--- src/core/rfm_regs.vh ---
// Purpose: Constants for the resolver fault monitor
// Assumes: Register index times four gives the byte address
// Notes: Config registers hold seven data bits and even parity in bit 7
`ifndef RFM_REGS_VH
`define RFM_REGS_VH
`define RFM_IDX_LOSS_THR    8'h88
`define RFM_IDX_DEG_THR     8'h89
`define RFM_IDX_MIS_THR     8'h8A
`define RFM_IDX_MAX_INIT    8'h8B
`define RFM_IDX_MIN_INIT    8'h8C
`define RFM_IDX_TRK_HI_THR  8'h8D
`define RFM_IDX_TRK_LO_THR  8'h8E
`define RFM_IDX_WIN_SEL     8'h90
`define RFM_IDX_FAULT       8'hFF
`define RFM_RST_LOSS_THR    8'h00
`define RFM_RST_DEG_THR     8'hFF
`define RFM_RST_MIS_THR     8'hFF
`define RFM_RST_MAX_INIT    8'h00
`define RFM_RST_MIN_INIT    8'hFF
`define RFM_RST_TRK_HI_THR  8'hFF
`define RFM_RST_TRK_LO_THR  8'h81
`define RFM_RST_WIN_SEL     8'h03
`define RFM_FB_PARITY       0
`define RFM_FB_PHASE        1
`define RFM_FB_OVERSPEED    2
`define RFM_FB_TRK_ERR      3
`define RFM_FB_MISMATCH     4
`define RFM_FB_OVERRANGE    5
`define RFM_FB_LOSS         6
`define RFM_FB_CLIP         7
`define RFM_WIN_LOW_CYC     11'd1065
`define RFM_WIN_MID_CYC     11'd554
`define RFM_WIN_HIGH_CYC    11'd256
`define RFM_CLK_PERIOD_NS   10
`define RFM_CLIP_TIME_NS    4000
`define RFM_CLIP_CYC        (`RFM_CLIP_TIME_NS / `RFM_CLK_PERIOD_NS)
`define RFM_RESP_OKAY       2'b00
`define RFM_RESP_DECERR     2'b11
`endif

--- src/core/rfm_monitor.v ---
// Purpose: Fault supervision for a resolver-to-digital converter
// Assumes: Magnitudes, angle error and overspeed come from logic on aclk
// Notes: Clip comparator levels arrive from pins and are synchronised
//
// Local design decision: register access over AXI4-Lite.
`timescale 1ns/1ns
`include "rfm_regs.vh"

//Contract
// - Low minimum magnitude latches both pins low
// - High maximum magnitude flags degradation
// - Max minus min over threshold flags mismatch
// - Degradation latches its pin until cleared
// - Internal tick is clock divided by two
// - Window lasts 1065, 554 or 256 ticks
// - Window end compares min and max thresholds
// - Crossing reported within two windows
// - Persistent fault returns within one window
// - Error above high threshold loses tracking
// - Overspeed also loses tracking
// - Tracking loss clears below low threshold
// - Overspeed clears needing speed and error low
// - Pins encode highest priority fault
// - Each condition has its own fault bit
// - Clip over four microseconds raises fault
// - Clip sets bit 7, latches both pins
// - Registers carry parity bit, checked continuously
// - Parity error sets bit 0, latches pins
// - Phase lock error drives tracking pin, bit 1
module rfm_monitor #(
    parameter ADDR_W   = 10,
    parameter CLIP_CYC = `RFM_CLIP_CYC
) (
    input  wire              aclk,
    input  wire              aresetn,
    input  wire              clk_en,
    input  wire [ADDR_W-1:0] s_axi_awaddr,
    input  wire              s_axi_awvalid,
    output wire              s_axi_awready,
    input  wire [31:0]       s_axi_wdata,
    input  wire [3:0]        s_axi_wstrb,
    input  wire              s_axi_wvalid,
    output wire              s_axi_wready,
    output reg  [1:0]        s_axi_bresp,
    output reg               s_axi_bvalid,
    input  wire              s_axi_bready,
    input  wire [ADDR_W-1:0] s_axi_araddr,
    input  wire              s_axi_arvalid,
    output wire              s_axi_arready,
    output reg  [31:0]       s_axi_rdata,
    output reg  [1:0]        s_axi_rresp,
    output reg               s_axi_rvalid,
    input  wire              s_axi_rready,
    input  wire              config_mode,
    input  wire [6:0]        monitor_mag,
    input  wire [6:0]        angle_error,
    input  wire              overspeed,
    input  wire              phase_lock_err,
    input  wire [3:0]        clip_pins,
    output reg               signal_degraded_n,
    output reg               tracking_lost_n
);
    reg  [7:0]  loss_threshold;
    reg  [7:0]  degradation_threshold;
    reg  [7:0]  mismatch_threshold;
    reg  [7:0]  monitor_max_initial;
    reg  [7:0]  monitor_min_initial;
    reg  [7:0]  tracking_error_high_threshold;
    reg  [7:0]  tracking_error_low_threshold;
    reg  [7:0]  window_select;
    reg  [7:0]  fault_flags;
    reg         tick;
    reg  [10:0] win_cnt;
    reg  [1:0]  win_sel_seen;
    reg  [6:0]  mag_min;
    reg  [6:0]  mag_max;
    reg         signal_lost;
    reg         degraded;
    reg         trk_err_lost;
    reg         trk_speed_lost;
    reg  [7:0]  next_fault;
    reg  [31:0] next_rdata;
    reg         rd_hit;
    reg  [10:0] win_len;
    reg  [1:0]  next_pin_code;
    reg         wr_hit;
    wire [63:0] cfg_bus;
    wire [7:0]  cfg_par;

    localparam PIN_NONE = 2'b00;
    localparam PIN_TRK  = 2'b01;
    localparam PIN_DEG  = 2'b10;
    localparam PIN_LOSS = 2'b11;
    wire [7:0]  wr_idx = s_axi_awaddr[9:2];
    wire [7:0]  rd_idx = s_axi_araddr[9:2];
    wire        wr_go = s_axi_awvalid & s_axi_wvalid & ~s_axi_bvalid;
    wire        rd_go = s_axi_arvalid & ~s_axi_rvalid;
    wire        wr_en = wr_go & s_axi_wstrb[0];
    wire        win_end;
    wire        fault_clr;
    wire        parity_err;
    wire        mismatch;
    wire [3:0]  clip_long;
    wire        tracking_lost;

    assign s_axi_awready = wr_go;
    assign s_axi_wready  = wr_go;
    assign s_axi_arready = rd_go;

    // Reading the fault register in configuration mode clears it
    assign fault_clr = clk_en & rd_go & config_mode & (rd_idx == `RFM_IDX_FAULT);

    // Config registers side by side for the parity check
    assign cfg_bus = {window_select, tracking_error_low_threshold,
                      tracking_error_high_threshold, monitor_min_initial,
                      monitor_max_initial, mismatch_threshold,
                      degradation_threshold, loss_threshold};

    // Even parity per config register
    genvar p;
    generate
        for (p = 0; p < 8; p = p + 1) begin : g_par
            assign cfg_par[p] = ^cfg_bus[8*p+7:8*p];
        end
    endgenerate

    assign parity_err = |cfg_par;

    // Clip filter per input pin
    genvar g;
    generate
        for (g = 0; g < 4; g = g + 1) begin : g_clip
            reg [2:0]  sync;
            reg        level;
            reg [15:0] run;
            always @(posedge aclk) begin
                if (!aresetn) begin
                    sync  <= 3'h0;
                    level <= 1'b0;
                    run   <= 16'h0000;
                end else if (clk_en) begin
                    sync <= {sync[1:0], clip_pins[g]};
                    if (sync[1] == sync[2])
                        level <= sync[2];
                    if (!level)
                        run <= 16'h0000;
                    else if (run <= CLIP_CYC[15:0])
                        run <= run + 16'h0001;
                end
            end
            assign clip_long[g] = run > CLIP_CYC[15:0];
        end
    endgenerate

    // Window length by excitation band
    always @* begin
        case (window_select[1:0])
            2'b00:   win_len = `RFM_WIN_LOW_CYC;
            2'b01:   win_len = `RFM_WIN_MID_CYC;
            default: win_len = `RFM_WIN_HIGH_CYC;
        endcase
    end

    assign win_end  = tick & (win_cnt == 11'd1);
    assign mismatch = (mag_max > mag_min) &&
                      ((mag_max - mag_min) > mismatch_threshold[6:0]);

    // Internal tick, window counter and min/max tracking
    always @(posedge aclk) begin
        if (!aresetn) begin
            tick         <= 1'b0;
            win_cnt      <= `RFM_WIN_HIGH_CYC;
            win_sel_seen <= 2'b11;
            mag_min      <= 7'h7F;
            mag_max      <= 7'h00;
        end else if (clk_en) begin
            tick         <= ~tick;
            win_sel_seen <= window_select[1:0];
            if (win_sel_seen != window_select[1:0])
                win_cnt <= win_len;
            else if (tick)
                win_cnt <= win_end ? win_len : win_cnt - 11'd1;
            if (win_end) begin
                mag_min <= monitor_min_initial[6:0];
                mag_max <= monitor_max_initial[6:0];
            end else if (tick) begin
                if (monitor_mag < mag_min)
                    mag_min <= monitor_mag;
                if (monitor_mag > mag_max)
                    mag_max <= monitor_mag;
            end
        end
    end

    // Fault flags: hardware set wins over read clear
    always @* begin
        next_fault = fault_clr ? 8'h00 : fault_flags;
        if (win_end && (mag_min < loss_threshold[6:0]))
            next_fault[`RFM_FB_LOSS] = 1'b1;
        if (win_end && (mag_max > degradation_threshold[6:0]))
            next_fault[`RFM_FB_OVERRANGE] = 1'b1;
        if (mismatch)
            next_fault[`RFM_FB_MISMATCH] = 1'b1;
        if (trk_err_lost)
            next_fault[`RFM_FB_TRK_ERR] = 1'b1;
        if (trk_speed_lost)
            next_fault[`RFM_FB_OVERSPEED] = 1'b1;
        if (phase_lock_err)
            next_fault[`RFM_FB_PHASE] = 1'b1;
        if (|clip_long)
            next_fault[`RFM_FB_CLIP] = 1'b1;
        if (parity_err)
            next_fault[`RFM_FB_PARITY] = 1'b1;
    end

    assign tracking_lost = trk_err_lost | trk_speed_lost | phase_lock_err;

    // Latched pin causes and hysteretic tracking loss
    always @(posedge aclk) begin
        if (!aresetn) begin
            fault_flags    <= 8'h00;
            signal_lost    <= 1'b0;
            degraded       <= 1'b0;
            trk_err_lost   <= 1'b0;
            trk_speed_lost <= 1'b0;
        end else if (clk_en) begin
            fault_flags <= next_fault;
            if (next_fault[`RFM_FB_LOSS] | next_fault[`RFM_FB_CLIP]
                    | next_fault[`RFM_FB_PARITY])
                signal_lost <= 1'b1;
            else if (fault_clr)
                signal_lost <= 1'b0;
            if (next_fault[`RFM_FB_OVERRANGE] | next_fault[`RFM_FB_MISMATCH])
                degraded <= 1'b1;
            else if (fault_clr)
                degraded <= 1'b0;
            if (angle_error > tracking_error_high_threshold[6:0])
                trk_err_lost <= 1'b1;
            else if (angle_error < tracking_error_low_threshold[6:0])
                trk_err_lost <= 1'b0;
            if (overspeed)
                trk_speed_lost <= 1'b1;
            else if (angle_error < tracking_error_low_threshold[6:0])
                trk_speed_lost <= 1'b0;
        end
    end

    // Highest priority active cause picks the pin code
    always @* begin
        if (signal_lost)
            next_pin_code = PIN_LOSS;
        else if (degraded)
            next_pin_code = PIN_DEG;
        else if (tracking_lost)
            next_pin_code = PIN_TRK;
        else
            next_pin_code = PIN_NONE;
    end

    // Pin encoding by priority
    always @(posedge aclk) begin
        if (!aresetn) begin
            signal_degraded_n <= 1'b1;
            tracking_lost_n   <= 1'b1;
        end else if (clk_en) begin
            case (next_pin_code)
                PIN_LOSS: begin
                    signal_degraded_n <= 1'b0;
                    tracking_lost_n   <= 1'b0;
                end
                PIN_DEG: begin
                    signal_degraded_n <= 1'b0;
                    tracking_lost_n   <= 1'b1;
                end
                PIN_TRK: begin
                    signal_degraded_n <= 1'b1;
                    tracking_lost_n   <= 1'b0;
                end
                default: begin
                    signal_degraded_n <= 1'b1;
                    tracking_lost_n   <= 1'b1;
                end
            endcase
        end
    end

    // Register writes
    always @(posedge aclk) begin
        if (!aresetn) begin
            loss_threshold                <= `RFM_RST_LOSS_THR;
            degradation_threshold         <= `RFM_RST_DEG_THR;
            mismatch_threshold            <= `RFM_RST_MIS_THR;
            monitor_max_initial           <= `RFM_RST_MAX_INIT;
            monitor_min_initial           <= `RFM_RST_MIN_INIT;
            tracking_error_high_threshold <= `RFM_RST_TRK_HI_THR;
            tracking_error_low_threshold  <= `RFM_RST_TRK_LO_THR;
            window_select                 <= `RFM_RST_WIN_SEL;
        end else if (clk_en && wr_en) begin
            case (wr_idx)
                `RFM_IDX_LOSS_THR:   loss_threshold <= s_axi_wdata[7:0];
                `RFM_IDX_DEG_THR:    degradation_threshold <= s_axi_wdata[7:0];
                `RFM_IDX_MIS_THR:    mismatch_threshold <= s_axi_wdata[7:0];
                `RFM_IDX_MAX_INIT:   monitor_max_initial <= s_axi_wdata[7:0];
                `RFM_IDX_MIN_INIT:   monitor_min_initial <= s_axi_wdata[7:0];
                `RFM_IDX_TRK_HI_THR: tracking_error_high_threshold <= s_axi_wdata[7:0];
                `RFM_IDX_TRK_LO_THR: tracking_error_low_threshold <= s_axi_wdata[7:0];
                `RFM_IDX_WIN_SEL:    window_select <= s_axi_wdata[7:0];
                default:             window_select <= window_select;
            endcase
        end
    end

    // Write decode
    always @* begin
        case (wr_idx)
            `RFM_IDX_LOSS_THR, `RFM_IDX_DEG_THR, `RFM_IDX_MIS_THR,
            `RFM_IDX_MAX_INIT, `RFM_IDX_MIN_INIT, `RFM_IDX_TRK_HI_THR,
            `RFM_IDX_TRK_LO_THR, `RFM_IDX_WIN_SEL, `RFM_IDX_FAULT:
                wr_hit = 1'b1;
            default:
                wr_hit = 1'b0;
        endcase
    end

    // Read decode
    always @* begin
        next_rdata = 32'h0000_0000;
        rd_hit     = 1'b1;
        case (rd_idx)
            `RFM_IDX_LOSS_THR:   next_rdata[7:0] = loss_threshold;
            `RFM_IDX_DEG_THR:    next_rdata[7:0] = degradation_threshold;
            `RFM_IDX_MIS_THR:    next_rdata[7:0] = mismatch_threshold;
            `RFM_IDX_MAX_INIT:   next_rdata[7:0] = monitor_max_initial;
            `RFM_IDX_MIN_INIT:   next_rdata[7:0] = monitor_min_initial;
            `RFM_IDX_TRK_HI_THR: next_rdata[7:0] = tracking_error_high_threshold;
            `RFM_IDX_TRK_LO_THR: next_rdata[7:0] = tracking_error_low_threshold;
            `RFM_IDX_WIN_SEL:    next_rdata[7:0] = window_select;
            `RFM_IDX_FAULT:      next_rdata[7:0] = fault_flags;
            default:             rd_hit = 1'b0;
        endcase
        if (s_axi_araddr[1:0] != 2'b00)
            rd_hit = 1'b0;
        if (!rd_hit)
            next_rdata = 32'h0000_0000;
    end

    // Bus responses
    always @(posedge aclk) begin
        if (!aresetn) begin
            s_axi_bvalid <= 1'b0;
            s_axi_bresp  <= `RFM_RESP_OKAY;
            s_axi_rvalid <= 1'b0;
            s_axi_rresp  <= `RFM_RESP_OKAY;
            s_axi_rdata  <= 32'h0000_0000;
        end else if (clk_en) begin
            if (wr_go) begin
                s_axi_bvalid <= 1'b1;
                s_axi_bresp  <= wr_hit ? `RFM_RESP_OKAY : `RFM_RESP_DECERR;
            end else if (s_axi_bready) begin
                s_axi_bvalid <= 1'b0;
            end
            if (rd_go) begin
                s_axi_rvalid <= 1'b1;
                s_axi_rdata  <= next_rdata;
                s_axi_rresp  <= rd_hit ? `RFM_RESP_OKAY : `RFM_RESP_DECERR;
            end else if (s_axi_rready) begin
                s_axi_rvalid <= 1'b0;
            end
        end
    end
endmodule // rfm_monitor

--- config.mk ---
export PLATFORM = sky130hd
export DESIGN_NAME = rfm_monitor
export DESIGN_NICKNAME = d
export VERILOG_FILES = /design/src/core/rfm_monitor.v
export VERILOG_INCLUDE_DIRS = /design/src /design/src/core
export SDC_FILE = /design/constraint.sdc
export NUM_CORES = 1
export LEC_CHECK = 0
export ABC_AREA = 1
export BUFFER_PORTS_ARGS = -buffer_cell sky130_fd_sc_hd__buf_4
export CAP_MARGIN = 20
export CORE_MARGIN = 10
export CORE_UTILIZATION = 60
export DETAILED_ROUTE_END_ITERATION = 8
export GPL_ROUTABILITY_DRIVEN = 0
export PLACE_DENSITY = 0.86
export SLEW_MARGIN = 20
export SYNTH_ARGS = -nofsm -noshare
export SYNTH_HDL_FRONTEND = slang
export SYNTH_SLANG_ARGS = --single-unit
--- constraint.sdc ---
create_clock -name aclk -period 4.2 [get_ports aclk]
set_clock_uncertainty 0.05 [all_clocks]
set_input_delay 0.63 -clock aclk [delete_from_list [all_inputs] [get_ports aclk]]
set_output_delay 0.63 -clock aclk [all_outputs]
set_load 0.02 [all_outputs]
# After elaboration in Yosys (flattened, before gate mapping)
# Cells that the tools add are included.
# Widths: inputs -> output; s select.
[word_totals]
ff_bits = 224
in_bits = 85
wordCells = 222
output_inout_bits = 43
[op_classes]
n_bitwise = 16
n_mux = 49
magnitude_cmp = 16
addsub = 6
reduce_logical = 63
eq_ne = 32
[ops]
columns = ["operator", "count"]
rows = [
  ["$eq 8x8->1 const B", 18],
  ["$mux 16", 8],
  ["$pmux 8 s9", 1],
  ["$add 16x1->16 const B", 4],
  ["$gt 16x9->1 const B", 4],
  ["$le 16x9->1 const B", 4],
  ["$reduce_xor 8->1", 8],
  ["$reduce_and 2->1", 28],
  ["$mux 7", 6],
  ["$gt 7x7->1", 5],
  ["$mux 11", 3],
  ["$reduce_bool 2->1", 14],
  ["$mux 1", 24],
  ["$pmux 11 s2", 1],
  ["$lt 7x7->1", 3],
  ["$reduce_or 9->1", 2],
  ["$mux 8", 2],
  ["$eq 11x1->1 const B", 1],
  ["$sub 11x1->11 const B", 1],
  ["$and 1x1->1", 8],
  ["$mux 2", 4],
  ["$ne 2x1->1 const B", 4],
  ["$reduce_or 8->1", 1],
  ["$sub 7x7->7", 1],
  ["other kinds (11)", 27],
]

# Longest topological paths before layout
[depth]
word_depth = 11
depth_mapped = 17
mapped_depth_nobuf = 17

# Least setup slack after synthesis
# Ideal clock, no wire load.
[synth_timing]
path_type = "reg2reg"
from = "reg mag_max[0]"
to = "reg degraded"
arrival_ns = 2.359
path_slack_ns = 1.664
period_less_slack_ns = 2.536
path_stages_with_launch = 18
path_buffers = 0
setup_ns = 0.128
t_required_ns = 4.022
cell_sequence = "dfxtp_1 > inv_1 > ha_1 > inv_1 > fa_1 > a31oi_1 > o21ai_0 > xnor2_1 > inv_1 > ha_1 > nand2_1 > nor2_1 > nand4_1 > o31ai_1 > nand3b_1 > a21oi_1 > nor2_1 > nor2_1"
[synth_between]
elab_chain_cells = 7
elab_cells_between_ends = 12
classes_between = "add/sub: 1; order compare: 3; mux: 3; bitwise: 1; reduce/logical: 4"
[synth_lines]
columns = ["element", "line_no", "text"]
rows = [
  ["from (decl)", "rfm_monitor.v:76", "reg [6:0] mag_max;"],
  ["from (signal assigned)", "rfm_monitor.v:185", "mag_max <= monitor_max_initial[6:0];"],
  ["from (signal assigned)", "rfm_monitor.v:190", "mag_max <= monitor_mag;"],
  ["$sub 7x7->7", "rfm_monitor.v:166", "((mag_max - mag_min) > mismatch_threshold[6:0]);"],
  ["$gt 7x7->1", "rfm_monitor.v:166", ""],
  ["$logic_and 1x1->1", "rfm_monitor.v:165", "assign mismatch = (mag_max > mag_min) &&"],
  ["$mux 1", "rfm_monitor.v:202", "if (mismatch)"],
  ["$or 1x1->1 (*)", "rfm_monitor.v:233", "if (next_fault[`RFM_FB_OVERRANGE] | next_fault[`RFM_FB_MISMATCH])"],
  ["$reduce_bool 2->1 (no line)", "-", ""],
  ["$reduce_and 2->1 (no line)", "-", ""],
  ["to (signal assigned)", "rfm_monitor.v:223", "degraded <= 1'b0;"],
  ["to (signal assigned)", "rfm_monitor.v:234", "degraded <= 1'b1;"],
  ["to (signal assigned)", "rfm_monitor.v:236", "degraded <= 1'b0;"],
  ["to (decl)", "rfm_monitor.v:78", "reg degraded;"],
]
# Mark *: on every way between the ends. The rest lies on a longest branch, timed or not.
# A chain may end at the register's enable or synchronous reset.

# Worst setup path after layout
# Ends and elaborated chain as after synthesis.

==> metrics.csv <==
metric;value;unit
switch share;27.8;%
Max Slew Vio Count;0;
post-synth top area share;34.8;%
number of buffers added for setup after CTS;0;
Via density;5.67;
Initial Util;60.8;%
clock-pin slew of the registers on the worst-case setup and hold paths;70;ps
Power Total;4.13;mW
Async SR Flop Fraction;0;%
syn avg cell area;6.83;sq um
sequential fraction of design power;47.2;%
CTS tree;done;
critical path peak fanout;3;
row count;50;
vias;11100;
antenna violations before repair;0;
RSZ-0062 raised after global routing;false;
power per cell area;330;nW/um^2
Setup TNS Final;0;ps
ANT nets after route;0;
Slew headroom;40.6;%
CP max-delay cell;fa_1;
Root Driver;clkbuf_16;
DR DRC count;0;
MaxCap Viol Count;0;
final setup violation count;0;
first-pass GRT wire length;49.9;mm
largest net degree at the start of global routing;82;
grt ovf;0;
Synth Cell Area;11400;sq um
Least-Margin Pin Slew;891;ps
vias in the first global route;10500;
status;finished clean;
Top-Level Pins;128;
Clock Latency Late Sink;450;ps
drt pass-1 iters;5;
critical-path cell list;inv_1 -> ha_1 -> inv_1 -> fa_1 -> a31oi_1 -> o21ai_0 -> xnor2_1 -> inv_1 -> ha_1 -> nand2_1 -> nor2_1 -> nand4_1 -> o31ai_1 -> nand3b_1 -> a21oi_1 -> nor2_1 -> nor2_1;
Die Area;24900;sq um
DIE HEIGHT;158;um
Startpoint Class;register;
Final Hold Viols;0;
Worst Setup End Kind;register;
area of the multi-input gates;6260;sq um
Yosys top cell by area;dfxtp_1;
# hold bufs at CTS;0;
CTS Buffer Depth;2;
minimum clock period after layout;3010;ps
final worst path period share;71.6;%
P_int;2.98;mW
CTS H-Tree Depth;4;
most frequent cells in the layout;nand2_1, inv_1, dfxtp_1;
Layout area overhead;10.1;%
DR WL/cell;15.6;um
Net count, final;1867;
Sequential cell area;3960;sq um
Critical Path AT;3250;ps
CORE AREA;18700;sq um
Pleak;6.17;nW
TritonCTS buffer count;17;
Comb power frac;11.2;%
crit path kind;register to register;
gate count of the mapped netlist;1666;
max incr delay on CP;400;ps
Top FF cell, synth;dfxtp_1;
Max IR drop VDD;0.287;mV
Port Buffers;74;
Yosys warning count;0;
top cell family by delay on the critical path;adder cells;
Netlist cell types;53;
post_cts resized;0;
n_diodes;0;
HPWL Detailed;22.8;mm
clk sinks;198;
FMAX;333;MHz
register area share after synthesis;34.8;%
Crit path required time;4450;ps
die width;158;um
layout cells sized above 1;7.92;%
Iter 0 DRT Violations;926;
fillers;1577;
most common cell after layout, fill and taps aside;nand2_1;
Area contributors post-synth;dfxtp_1, nand2_1, ha_1;
Buffers & Inverters on Critical Path;3;
clock power share;41.7;%
number of synthesized flops with an enable pin;0;
NetSw;1.15;mW
total track usage;24.7;%
aggregate routed wire length;30.7;mm
#FFs+latches synth;198;
min-delay worst type;primary input to register;
final cells by class:
class / count / area share [%]
clock buffer: 18 / 3.43
clock inverter: 14 / 1.49
inverter: 221 / 6.64
multi-input combinational: 1203 / 50.0
sequential: 198 / 31.6
tap: 234 / 2.34
timing repair buffer: 75 / 4.50
state kept, by name, summed over array words and instances, names as in the netlist, 2 cells and up:
signal	flops
monitor_min_initial	8
monitor_max_initial	8
loss_threshold	8
degradation_threshold	8
mag_min	7
mag_max	7
mismatch_threshold	8
s_axi_rdata	8
tracking_error_high_threshold	8
fault_flags	8
win_cnt	11
win_sel_seen	2
g_clip.run	64
window_select	8
g_clip.sync	12
tracking_error_low_threshold	8
g_clip.level	4
cell families (layout without fill, tap and decap cells):
group,count (synthesis),after routing,share of synthesized area [%]
other cells,1,24,0.0330
fa+ha+maj,66,66,7.33
compound gates,346,346,16.9
xor+xnor,44,44,3.39
flops,198,198,34.8
buf+inv,288,328,10.9
simple gates,723,723,26.6
Yosys cell counts, types with 2 or more instances:
cell / instances
buf_1: 3
o31ai_1: 3
nand3_1: 60
nor2_1: 155
or2_0: 3
nand2_1: 427
inv_1: 210
xnor2_1: 23
nand4_1: 12
clkinv_1: 3
nor3_4: 3
nor2_4: 3
o211ai_1: 44
nor2_2: 2
nand2_2: 5
buf_2: 8
o21ai_2: 2
o22ai_1: 27
o21ai_1: 4
clkbuf_1: 20
dfxtp_1: 198
xor2_1: 21
a21oi_1: 138
a21o_1: 3
nor4_1: 5
ha_1: 65
buf_4: 31
inv_2: 7
o21ai_0: 117
a31oi_1: 3
nor3_1: 36
buf_6: 4
power by group through the flow:
stage	logic [mW]	clock network (mW)	registers [mW]
floorplan	0.321	0	1.99
global placement	0.432	0	1.99
detailed placement	0.446	0	1.99
CTS	0.453	1.73	1.95
global route	0.516	1.81	1.95
finish	0.462	1.72	1.95
routing by layer:
metal / vias to the layer above / GRT usage, % / wire, um
met5: - / 0 / 0
met4: 0 / 15.0 / 1770
met3: 106 / 4.56 / 2520
met2: 456 / 40.6 / 14100
met1: 5075 / 29.3 / 12300
li1: 5485 / - / -
per-stage QoR:
stage          hold slack (ps)  util [%]  instances  instance area [sq um]  worst slack [ps]
2_1_floorplan              369         -       1689                  11500              1660
3_3_place_gp               376      63.7       1931                  11900              1340
3_5_place_dp               381      63.7       1931                  11900              1280
4_1_cts                    351      66.9       1963                  12500              1230
5_1_grt                    369      67.0       1963                  12500               895
6_report                   359      67.0       1963                  12500              1190
worst paths after layout:
kind,slack [ps],depth (start not counted),to,startpoint
worst max-delay path,1190,17,degraded$_SDFFE_PN0P_,mag_max[0]$_SDFFE_PN0P_
worst min-delay path,360,3,monitor_min_initial[1]$_SDFFE_PN1P_,s_axi_wdata[1]
worst max register to register,1190,17,degraded$_SDFFE_PN0P_,mag_max[0]$_SDFFE_PN0P_
worst min register to register,390,2,g_clip[2].run[15]$_SDFFE_PN0P_,g_clip[2].run[15]$_SDFFE_PN0P_
worst register-to-register path, stage by stage (launching register included):
cell      delay, ps
dfxtp_1         320
inv_1           110
ha_1            180
inv_1            60
fa_1            400
a31oi_1         240
o21ai_0         140
xnor2_1         150
inv_1            60
ha_1            280
nand2_1          80
nor2_1          150
nand4_1         100
o31ai_1          70
nand3b_1        190
a21oi_1          90
nor2_1          130
nor2_1           60
Power figures use the tool's default switching activity.
